File: config.mk
export PLATFORM = sky130hd
export DESIGN_NAME = elwt_top
export DESIGN_NICKNAME = d
export VERILOG_FILES = /design/src/inc/elwt_pkg.sv /design/src/elwt_top.sv
export VERILOG_INCLUDE_DIRS = /design/src /design/src/inc
export SDC_FILE = /design/constraint.sdc
export NUM_CORES = 2
export LEC_CHECK = 0
export BUFFER_PORTS_ARGS = -buffer_cell sky130_fd_sc_hd__buf_2
export CAP_MARGIN = 20
export CORE_MARGIN = 3
export CORE_UTILIZATION = 43
export CTS_BUF_LIST = sky130_fd_sc_hd__clkbuf_8
export DETAILED_ROUTE_END_ITERATION = 10
export GPL_TIMING_DRIVEN = 0
export HOLD_SLACK_MARGIN = 0.06
export SLEW_MARGIN = 15
export SYNTH_ARGS = -nofsm -noshare
export SYNTH_HDL_FRONTEND = slang
export SYNTH_SLANG_ARGS = --single-unit
File: constraint.sdc
create_clock -name sys_clk_in -period 48.6 [get_ports sys_clk_in]
set_clock_uncertainty 0.05 [all_clocks]
set_input_delay 2.43 -clock sys_clk_in [delete_from_list [all_inputs] [get_ports sys_clk_in]]
set_output_delay 2.43 -clock sys_clk_in [all_outputs]
set_load 0.02 [all_outputs]
File: src/inc/elwt_params.svh
/*
 * Constants for the external level/window trigger block: register
 * indices, mode codes, mask bits, reset values and scaling figures.
 * Assumes the includer applies them to a 32-bit AHB-Lite register file
 * whose byte address is four times the register index.
 */
// How it works
// - Sample inputs every selected sample, evaluate once per sample
// - Each level/window mode yields a gate
// - High mode: gate when above first level
// - High alone: fire entering high, or at start
// - Low mode: gate when below first level
// - Low alone: fire entering low, or at start
// - In-window: gate between lower and upper level
// - In-window alone: fire entering, or at start
// - Outside-window: gate outside the two levels
// - Outside alone: fire on leaving, or at start
// - Two TTL lines, own modes, combinable
// - TTL codes: rising 1, falling 2, both 4
// - TTL codes: high level 8, low 16
// - TTL mode zero excludes the line
// - Read-only supported-mode bitmask per line
// - Line triggers only if OR/AND enabled
// - OR mask bits 4h, 8h enable lines
// - Edge modes: first edge, then wait re-arm
`ifndef ELWT_PARAMS_SVH
`define ELWT_PARAMS_SVH

// Register indices, byte address is index times four
`define ELWT_IDX_OR_MASK 18'h09DDA
`define ELWT_IDX_AND_MASK 18'h09DDB
`define ELWT_IDX_LINE0_AVAIL 18'h09E35
`define ELWT_IDX_LINE1_AVAIL 18'h09E36
`define ELWT_IDX_ANA_MODE 18'h09E3E
`define ELWT_IDX_LINE0_MODE 18'h09E3F
`define ELWT_IDX_LINE1_MODE 18'h09E40
`define ELWT_IDX_STATUS 18'h09E48
`define ELWT_IDX_SAMPLE_DIV 18'h09E49
`define ELWT_IDX_UPPER_LVL 18'h0A550
`define ELWT_IDX_LOWER_LVL 18'h0A55A

// Mode codes shared by analog and TTL mode fields
`define ELWT_MODE_OFF 32'h0000_0000
`define ELWT_MODE_RISE 32'h0000_0001
`define ELWT_MODE_FALL 32'h0000_0002
`define ELWT_MODE_ANY 32'h0000_0004
`define ELWT_MODE_HIGH 32'h0000_0008
`define ELWT_MODE_LOW 32'h0000_0010
`define ELWT_MODE_INWIN 32'h0000_0080
`define ELWT_MODE_OUTWIN 32'h0000_0100

// Mask bits
`define ELWT_MASK_ANALOG 2
`define ELWT_MASK_LINE0 32'h0000_0004
`define ELWT_MASK_LINE_LSB 2

// Reset values
`define ELWT_RST_WORD 32'h0000_0000
`define ELWT_RST_AVAIL 32'h0000_001F

// Threshold scaling, full scale in mV and in sample codes
`define ELWT_FULL_MV 5000
`define ELWT_FULL_CODE 8191

`endif

File: src/inc/elwt_pkg.sv
/*
 * Types for the external level/window trigger block.
 * Assumes elwt_params.svh is available to the design files.
 */
`default_nettype none

package elwt_pkg;

	// Trigger engine state
	typedef enum logic [1:0] {
		ELWT_IDLE = 2'b00,
		ELWT_ARMED = 2'b01,
		ELWT_FIRED = 2'b10
	} elwt_state_e;

	// Software configuration as seen by the detectors
	typedef struct packed {
		logic [31:0] ana_mode;
		logic [31:0] line0_mode;
		logic [31:0] line1_mode;
		logic [31:0] or_mask;
		logic [31:0] and_mask;
		logic signed [31:0] upper_mv;
		logic signed [31:0] lower_mv;
		logic [31:0] sample_div;
	} elwt_cfg_s;

	// Detector results for one sample
	typedef struct packed {
		logic ana_gate;
		logic ana_hit;
		logic [1:0] line_gate;
		logic [1:0] line_hit;
	} elwt_det_s;

endpackage

`default_nettype wire

File: src/elwt_top.sv
/*
 * External level/window trigger with two TTL trigger lines and an
 * AHB-Lite register slave. One clock; samples are taken on an enable
 * pulse from a software-set divider. Analog samples and TTL lines are
 * assumed synchronous to sys_clk_in; start_in arms the engine.
 */
// Decided for this implementation: the AHB-Lite register port.
`timescale 1ns/1ps
`default_nettype none
`include "elwt_params.svh"

module elwt_top #(
	parameter int ADC_W = 14,
	parameter logic [31:0] LINE0_AVAIL = `ELWT_RST_AVAIL,
	parameter logic [31:0] LINE1_AVAIL = `ELWT_RST_AVAIL
) (
	// Clock and reset
	input wire logic sys_clk_in,
	input wire logic arst_n_in,
	// AHB-Lite slave
	input wire logic hsel_in,
	input wire logic [31:0] haddr_in,
	input wire logic [1:0] htrans_in,
	input wire logic hwrite_in,
	input wire logic [2:0] hsize_in,
	input wire logic [31:0] hwdata_in,
	input wire logic hready_in,
	output logic [31:0] hrdata_out,
	output logic hreadyout_out,
	output logic hresp_out,
	// Trigger inputs
	input wire logic signed [ADC_W-1:0] ext_sample_in,
	input wire logic [1:0] ttl_line_in,
	// Acquisition control
	input wire logic start_in,
	// Trigger outputs
	output logic trigger_out,
	output logic ana_gate_out,
	output logic [1:0] line_gate_out,
	output logic armed_out
);

	localparam logic signed [ADC_W-1:0] CODE_MAX = ADC_W'(`ELWT_FULL_CODE);

	elwt_pkg::elwt_cfg_s cfg_q;
	elwt_pkg::elwt_det_s det_q;
	elwt_pkg::elwt_state_e state_q;
	logic [31:0] div_cnt_q;
	logic sample_en;
	logic signed [ADC_W-1:0] upper_code_q;
	logic signed [ADC_W-1:0] lower_code_q;
	logic signed [ADC_W-1:0] sample_q;
	logic [1:0] ttl_q;
	logic [1:0] ttl_prev_q;
	logic ana_gate_prev_q;
	logic [1:0] line_gate_prev_q;
	logic first_q;
	logic eval_q;
	logic any_hit;
	logic and_hit;
	logic fire;

	// Millivolt to sample code, clamped to the converter range
	function automatic logic signed [ADC_W-1:0] mv_to_code(input logic signed [31:0] mv);
		logic signed [63:0] prod;
		logic signed [63:0] quot;
		prod = 64'(mv) * 64'(`ELWT_FULL_CODE);
		quot = prod / 64'(`ELWT_FULL_MV);
		if (quot > 64'(`ELWT_FULL_CODE)) begin
			mv_to_code = CODE_MAX;
		end else if (quot < -64'(`ELWT_FULL_CODE)) begin
			mv_to_code = -CODE_MAX;
		end else begin
			mv_to_code = quot[ADC_W-1:0];
		end
	endfunction

	// Bus slave state
	logic acc_q;
	logic acc_wr_q;
	logic [17:0] acc_idx_q;
	logic rdy_q;
	logic [31:0] rdata_q;
	logic addr_phase;
	logic [31:0] rd_mux;
	logic [31:0] status_word;

	// Valid address phase, non-word sizes are still taken as words
	assign addr_phase = hsel_in & htrans_in[1] & hready_in;

	// Address phase capture; one wait state then completion
	always_ff @(posedge sys_clk_in or negedge arst_n_in) begin
		if (!arst_n_in) begin
			acc_q <= 1'b0;
			acc_wr_q <= 1'b0;
			acc_idx_q <= 18'h00000;
			rdy_q <= 1'b1;
		end else begin
			acc_q <= addr_phase;
			rdy_q <= ~addr_phase;
			if (addr_phase) begin
				acc_wr_q <= hwrite_in;
				acc_idx_q <= haddr_in[19:2];
			end
		end
	end

	assign hreadyout_out = rdy_q;
	assign hresp_out = 1'b0; // Always OKAY, unmapped reads give zero

	// Status word: engine state and live gates
	assign status_word = {26'h0000000, line_gate_out, ana_gate_out, state_q, armed_out};

	// Read decode
	always_comb begin
		case (acc_idx_q)
			`ELWT_IDX_OR_MASK: rd_mux = cfg_q.or_mask;
			`ELWT_IDX_AND_MASK: rd_mux = cfg_q.and_mask;
			`ELWT_IDX_LINE0_AVAIL: rd_mux = LINE0_AVAIL;
			`ELWT_IDX_LINE1_AVAIL: rd_mux = LINE1_AVAIL;
			`ELWT_IDX_ANA_MODE: rd_mux = cfg_q.ana_mode;
			`ELWT_IDX_LINE0_MODE: rd_mux = cfg_q.line0_mode;
			`ELWT_IDX_LINE1_MODE: rd_mux = cfg_q.line1_mode;
			`ELWT_IDX_STATUS: rd_mux = status_word;
			`ELWT_IDX_SAMPLE_DIV: rd_mux = cfg_q.sample_div;
			`ELWT_IDX_UPPER_LVL: rd_mux = cfg_q.upper_mv;
			`ELWT_IDX_LOWER_LVL: rd_mux = cfg_q.lower_mv;
			default: rd_mux = `ELWT_RST_WORD;
		endcase
	end

	// Read data register, loaded in the wait state
	always_ff @(posedge sys_clk_in or negedge arst_n_in) begin
		if (!arst_n_in) begin
			rdata_q <= `ELWT_RST_WORD;
		end else if (acc_q && !acc_wr_q) begin
			rdata_q <= rd_mux;
		end
	end

	assign hrdata_out = rdata_q;

	// Configuration writes, taken in the wait state from hwdata
	always_ff @(posedge sys_clk_in or negedge arst_n_in) begin
		if (!arst_n_in) begin
			cfg_q <= '0;
		end else if (acc_q && acc_wr_q) begin
			case (acc_idx_q)
				`ELWT_IDX_OR_MASK: cfg_q.or_mask <= hwdata_in;
				`ELWT_IDX_AND_MASK: cfg_q.and_mask <= hwdata_in;
				`ELWT_IDX_ANA_MODE: cfg_q.ana_mode <= hwdata_in;
				`ELWT_IDX_LINE0_MODE: cfg_q.line0_mode <= hwdata_in;
				`ELWT_IDX_LINE1_MODE: cfg_q.line1_mode <= hwdata_in;
				`ELWT_IDX_SAMPLE_DIV: cfg_q.sample_div <= hwdata_in;
				`ELWT_IDX_UPPER_LVL: cfg_q.upper_mv <= hwdata_in;
				`ELWT_IDX_LOWER_LVL: cfg_q.lower_mv <= hwdata_in;
				default: cfg_q <= cfg_q;
			endcase
		end
	end

	always_ff @(posedge sys_clk_in or negedge arst_n_in) begin
		if (!arst_n_in) begin
			upper_code_q <= '0;
			lower_code_q <= '0;
		end else begin
			upper_code_q <= mv_to_code(cfg_q.upper_mv);
			lower_code_q <= mv_to_code(cfg_q.lower_mv);
		end
	end

	// Sample rate divider; a setting of zero samples every clock
	always_ff @(posedge sys_clk_in or negedge arst_n_in) begin
		if (!arst_n_in) begin
			div_cnt_q <= `ELWT_RST_WORD;
		end else if (div_cnt_q >= cfg_q.sample_div) begin
			div_cnt_q <= `ELWT_RST_WORD;
		end else begin
			div_cnt_q <= div_cnt_q + 32'h0000_0001;
		end
	end

	assign sample_en = (div_cnt_q >= cfg_q.sample_div);

	always_ff @(posedge sys_clk_in or negedge arst_n_in) begin
		if (!arst_n_in) begin
			sample_q <= '0;
			ttl_q <= 2'b00;
			ttl_prev_q <= 2'b00;
			eval_q <= 1'b0;
		end else begin
			eval_q <= sample_en;
			if (sample_en) begin
				sample_q <= ext_sample_in;
				ttl_q <= ttl_line_in;
				ttl_prev_q <= ttl_q;
			end
		end
	end

	// Analog gate and sole-source hit, one clock after the sample is taken
	logic ana_cond;
	always_comb begin
		case (cfg_q.ana_mode)
			`ELWT_MODE_HIGH: ana_cond = sample_q > upper_code_q;
			`ELWT_MODE_LOW: ana_cond = sample_q < upper_code_q;
			`ELWT_MODE_INWIN: ana_cond = (sample_q > lower_code_q) && (sample_q < upper_code_q);
			`ELWT_MODE_OUTWIN: ana_cond = (sample_q > upper_code_q) || (sample_q < lower_code_q);
			default: ana_cond = 1'b0;
		endcase
	end

	// Per-line TTL detectors
	logic [1:0] line_cond;
	logic [1:0] line_edge;
	logic [31:0] line_mode [2];
	assign line_mode[0] = cfg_q.line0_mode;
	assign line_mode[1] = cfg_q.line1_mode;

	genvar gi;
	generate
		for (gi = 0; gi < 2; gi++) begin : g_line
			always_comb begin
				line_cond[gi] = 1'b0;
				line_edge[gi] = 1'b0;
				case (line_mode[gi])
					`ELWT_MODE_RISE: line_edge[gi] = ttl_q[gi] & ~ttl_prev_q[gi];
					`ELWT_MODE_FALL: line_edge[gi] = ~ttl_q[gi] & ttl_prev_q[gi];
					`ELWT_MODE_ANY: line_edge[gi] = ttl_q[gi] ^ ttl_prev_q[gi];
					`ELWT_MODE_HIGH: line_cond[gi] = ttl_q[gi];
					`ELWT_MODE_LOW: line_cond[gi] = ~ttl_q[gi];
					// Off or unknown code excludes line
					default: line_cond[gi] = 1'b0;
				endcase
			end
		end
	endgenerate

	always_ff @(posedge sys_clk_in or negedge arst_n_in) begin
		if (!arst_n_in) begin
			det_q <= '0;
			ana_gate_prev_q <= 1'b0;
			line_gate_prev_q <= 2'b00;
		end else if (eval_q) begin
			ana_gate_prev_q <= det_q.ana_gate;
			line_gate_prev_q <= det_q.line_gate;
			det_q.ana_gate <= ana_cond;
			det_q.line_gate <= line_cond;
			// Entry, or already true at start
			det_q.ana_hit <= ana_cond & (~det_q.ana_gate | first_q);
			det_q.line_hit <= line_edge | (line_cond & (~det_q.line_gate | {2{first_q}}));
		end
	end

	// Enabled sources feed OR and AND combiners
	logic [1:0] line_or_en;
	logic [1:0] line_and_en;
	logic ana_or_en;
	logic ana_and_en;
	logic and_any;
	assign line_or_en = cfg_q.or_mask[`ELWT_MASK_LINE_LSB+1:`ELWT_MASK_LINE_LSB];
	assign line_and_en = cfg_q.and_mask[`ELWT_MASK_LINE_LSB+1:`ELWT_MASK_LINE_LSB];
	assign ana_or_en = cfg_q.or_mask[`ELWT_MASK_ANALOG-1];
	assign ana_and_en = cfg_q.and_mask[`ELWT_MASK_ANALOG-1];
	assign and_any = ana_and_en | (|line_and_en);
	assign any_hit = (ana_or_en & det_q.ana_hit) | (|(line_or_en & det_q.line_hit));
	// AND: every AND-enabled source holds its gate or just hit
	assign and_hit = and_any
		& (~ana_and_en | det_q.ana_gate)
		& (&(~line_and_en | det_q.line_gate | det_q.line_hit));

	// Results are valid the cycle after the gates update
	logic det_valid_q;
	always_ff @(posedge sys_clk_in or negedge arst_n_in) begin
		if (!arst_n_in) begin
			det_valid_q <= 1'b0;
		end else begin
			det_valid_q <= eval_q;
		end
	end

	assign fire = (state_q == elwt_pkg::ELWT_ARMED) & det_valid_q & ~first_q & (any_hit | and_hit);

	always_ff @(posedge sys_clk_in or negedge arst_n_in) begin
		if (!arst_n_in) begin
			state_q <= elwt_pkg::ELWT_IDLE;
		end else begin
			case (state_q)
				elwt_pkg::ELWT_IDLE: if (start_in) begin
					state_q <= elwt_pkg::ELWT_ARMED;
				end
				elwt_pkg::ELWT_ARMED: if (fire) begin
					state_q <= elwt_pkg::ELWT_FIRED;
				end
				elwt_pkg::ELWT_FIRED: if (start_in) begin
					state_q <= elwt_pkg::ELWT_ARMED;
				end
				default: state_q <= elwt_pkg::ELWT_IDLE;
			endcase
		end
	end

	// First sample after arming counts a held level as an entry
	always_ff @(posedge sys_clk_in or negedge arst_n_in) begin
		if (!arst_n_in) begin
			first_q <= 1'b0;
		end else if (start_in && state_q != elwt_pkg::ELWT_ARMED) begin
			first_q <= 1'b1;
		end else if (eval_q) begin
			first_q <= 1'b0;
		end
	end

	always_ff @(posedge sys_clk_in or negedge arst_n_in) begin
		if (!arst_n_in) begin
			trigger_out <= 1'b0;
			ana_gate_out <= 1'b0;
			line_gate_out <= 2'b00;
			armed_out <= 1'b0;
		end else begin
			trigger_out <= fire;
			ana_gate_out <= det_q.ana_gate;
			line_gate_out <= det_q.line_gate;
			armed_out <= (state_q == elwt_pkg::ELWT_ARMED) & ~fire;
		end
	end

endmodule
`default_nettype wire

==> results.yml <==
outcome:
  status: "finished clean"
clock_tree:
  clk_path_buf_depth: 3
  clkTransAtPathRegs_ps: 70
  clock_sinks: 403
  clock_latency_ps: 680
  cts_root_buffer: "clkbuf_8"
  htreeDepth: 3
  numCtsBuffers: 70
  cts_tree: "yes"
logic_synthesis:
  synth-async-reset-ratio_pct: 100
  avgSynthCellArea_sq_um: 8.36
  syn_nets: 9883
  ys_ff_latch: 403
  ys_seq_area_share_pct: 13.5
  synth_ff_type: "dfrtp_1"
  synthXorXnorAreaFrac_pct: 7.86
  synth.area.mux_share_pct: 5.85
  synthAdderAreaFrac_pct: 20.9
  ys_warn_count: 0
  syn_area_sq_mm: 0.0745
  synthSimpleGateAreaFrac_pct: 19.1
  syn_inst: 8913
  synth-compound-area-share_pct: 26.4
  synth_edf_count: 0
  synth_top_family_by_area: "compound AO/OA/AOI/OAI gates"
  synth_cell_types: 198
routing:
  drtPass1Iterations: 8
  drt_iter0_drc: 5652
  drtAntennaViolNets: 0
  via_per_inst: 6.08
  drc_errors: 0
  wire_per_inst_um: 20.5
  wirelength_um: 235000
  vias: 69861
critical_path:
  crit_top_cell: "inv_1"
  critical_path_class: "flip-flop to flip-flop"
  arrival_ps: 46190
  cp_max_fo: 31
  worst_setup_path_end_kind: "flip-flop"
  cpPeakStageDelay_ps: 810
  worst_path_max_delay_cell: "o311ai_1"
  crit_required_ps: 49040
  critPathLaunchType: "flip-flop"
timing:
  relSlewSlack_pct: 23.0
  drv_slew: 0
  max_slew.worst_pin.slew_ps: 1150
  fmax_mhz: 21.9
  finalHoldViolCount: 0
  fin_crit_sh_pct: 94.1
  setup_violations: 0
  fin_crit_ps: 45750
  final.setup.tns_ps: 0
  layout_setup_ws_ps: 2850
grt:
  grt-ovfl-total: 0
  grt_max_degree: 104
  grt_pass1_vias: 67531
  grt_pass1_wl_um: 374000
  antenna_found_initial: 14
  grt_usage_pct: 25.3
cells_and_area:
  instances_no_fill: 11485
  fillers: 17126
  layout-drive-gt1-share_pct: 12.4
  synthToLayoutAreaGrowth_pct: 7.22
  nets: 10084
placed_design:
  dp_worst_setup_slack_ps: 2290
  gp_congestion: 0.947
  portBuffers: 110
  post-dp-hpwl_um: 195000
  place_inst: 11344
die:
  coreArea_sq_mm: 0.172
  die_y_um: 422
  ios: 130
  die_w_um: 422
  initial_utilization_pct: 43.3
  placementRows: 152
  die_area_sq_mm: 0.178
worst_hold_path:
  hp-class: "flip-flop to flip-flop"
flow_run:
  drv_cap: 0
per-layer routing:
metal,part of all wire [%],GRT usage (%),vias to the layer above,wire length (um)
li1,-,-,33062,-
met1,45,34.5,34560,106000
met2,47,42.5,1925,110000
met3,4.7,2.29,312,11000
met4,3.4,7.86,2,7980
met5,0.0034,0,-,8
what timing repair did:
action	CTS	global route
setup endpoints to repair	0	26
resized for setup	0	30
hold buffers	0	0
setup buffers	0	7
final cells by class:
| class | count | area, sq um | area share, % |
|---|---|---|---|
| antenna | 10 | 25.0 | 0.0313 |
| buffer | 312 | 1590 | 2.00 |
| clock buffer | 90 | 1240 | 1.55 |
| clock inverter | 33 | 226 | 0.283 |
| inverter | 845 | 3190 | 3.99 |
| multi-input combinational | 7353 | 59800 | 74.9 |
| sequential | 403 | 10100 | 12.6 |
| tap | 2310 | 2890 | 3.62 |
| timing repair buffer | 129 | 796 | 0.996 |
final timing paths:
kind                                  startpoint                    endpoint  slack (ps)  cells after the start
min reg2reg                 det_q[3]$_DFFE_PN0P_  line_gate_out[1]$_DFF_PN0_         400                      0
max                        cfg_q[95]$_DFFE_PN0P_   upper_code_q[0]$_DFF_PN0_        2850                    146
min in group asynchronous              arst_n_in      cfg_q[193]$_DFFE_PN0P_        1620                      1
max reg2reg                cfg_q[95]$_DFFE_PN0P_   upper_code_q[0]$_DFF_PN0_        2850                    146
max in group asynchronous              arst_n_in       cfg_q[95]$_DFFE_PN0P_       45650                      3
min                         det_q[3]$_DFFE_PN0P_  line_gate_out[1]$_DFF_PN0_         400                      0
registers in the layout, indices dropped and copies added, names as in the netlist, 2 cells and up:
name,flops
sample_q,14
hrdata_out,32
state_q,2
acc_idx_q,18
cfg_q,254
ttl_q,2
upper_code_q,14
det_q,6
ttl_prev_q,2
line_gate_out,2
div_cnt_q,32
lower_code_q,14
cell families after synthesis:
kind of cell	count (synthesis)
XOR/XNOR	639
AND/OR/NAND/NOR	2748
other	1
flip-flops	403
buffers and inverters	1157
adder cells (fa/ha/maj)	921
multiplexers	393
AO/OA/AOI/OAI	2651
metrics by stage:
| stage | cell area [sq um] | hold slack [ps] | utilization [%] |
|---|---|---|---|
| after global placement | 78000 | 381 | 45.3 |
| after CTS | 79600 | 393 | 46.3 |
| after floorplan | 74500 | 340 | - |
| after detailed placement | 78200 | 371 | 45.5 |
| after global routing | 79900 | 410 | 46.5 |
| final | 79900 | 395 | 46.5 |
cells in the mapped netlist (all sizes together), types with 85 or more instances:
| master | number | area, sq um |
|---|---|---|
| buf | 135 | 883 |
| nand3 | 241 | 1230 |
| ha | 331 | 4140 |
| a21oi | 523 | 2780 |
| nor4 | 116 | 866 |
| a31oi | 134 | 925 |
| o21ai | 551 | 2860 |
| o21a | 91 | 692 |
| xnor2 | 430 | 3980 |
| a21o | 111 | 838 |
| and3 | 109 | 688 |
| a211oi | 135 | 1190 |
| nand4 | 113 | 728 |
| a22oi | 85 | 657 |
| nor2 | 654 | 2490 |
| clkbuf | 173 | 674 |
| inv | 840 | 3160 |
| or2 | 110 | 688 |
| mux2 | 289 | 3280 |
| xor2 | 208 | 1860 |
| dfrtp | 402 | 10100 |
| fa | 548 | 11000 |
| and2 | 110 | 696 |
| nand2 | 619 | 2340 |
| mux2i | 103 | 1060 |
| or3 | 110 | 714 |
| nor3 | 263 | 1390 |
| o211ai | 119 | 932 |
cells in the final DEF, fill, tap and decap left out, types with 83 or more instances in the layout:
master and n:
dfrtp_1 399, clkbuf_8 92, nand3_1 237, xor2_1 200, nand2_1 611, and2_1 102
clkbuf_1 168, mux2_2 274, inv_1 847, a21o_1 107, a31oi_1 123, nand4_1 111
buf_2 164, o21ai_0 408, o211ai_1 113, nor2_1 642, or3_1 104, ha_1 331
mux2i_1 95, a211oi_1 110, a22oi_1 83, o21ai_1 124, nor4_1 97, and3_1 107
fa_1 548, o21a_1 89, xnor2_1 404, nor3_1 247, a21oi_1 490
worst max-delay path, delay by kind of cell, from the launching register on:
kind,cells,cell delay (ps)
AOI/OAI and AO/OA,66,20660
and+or+nand+nor,36,10450
xor gates and xnor gates,13,4850
adders and majority gates,10,4440
buffers and inverters,17,2880
muxes,4,1590
DFF,1,510
Power is left out: the tool's default activity adds up to more than one toggle a clock period on the data nets, which glitch-free logic cannot reach.
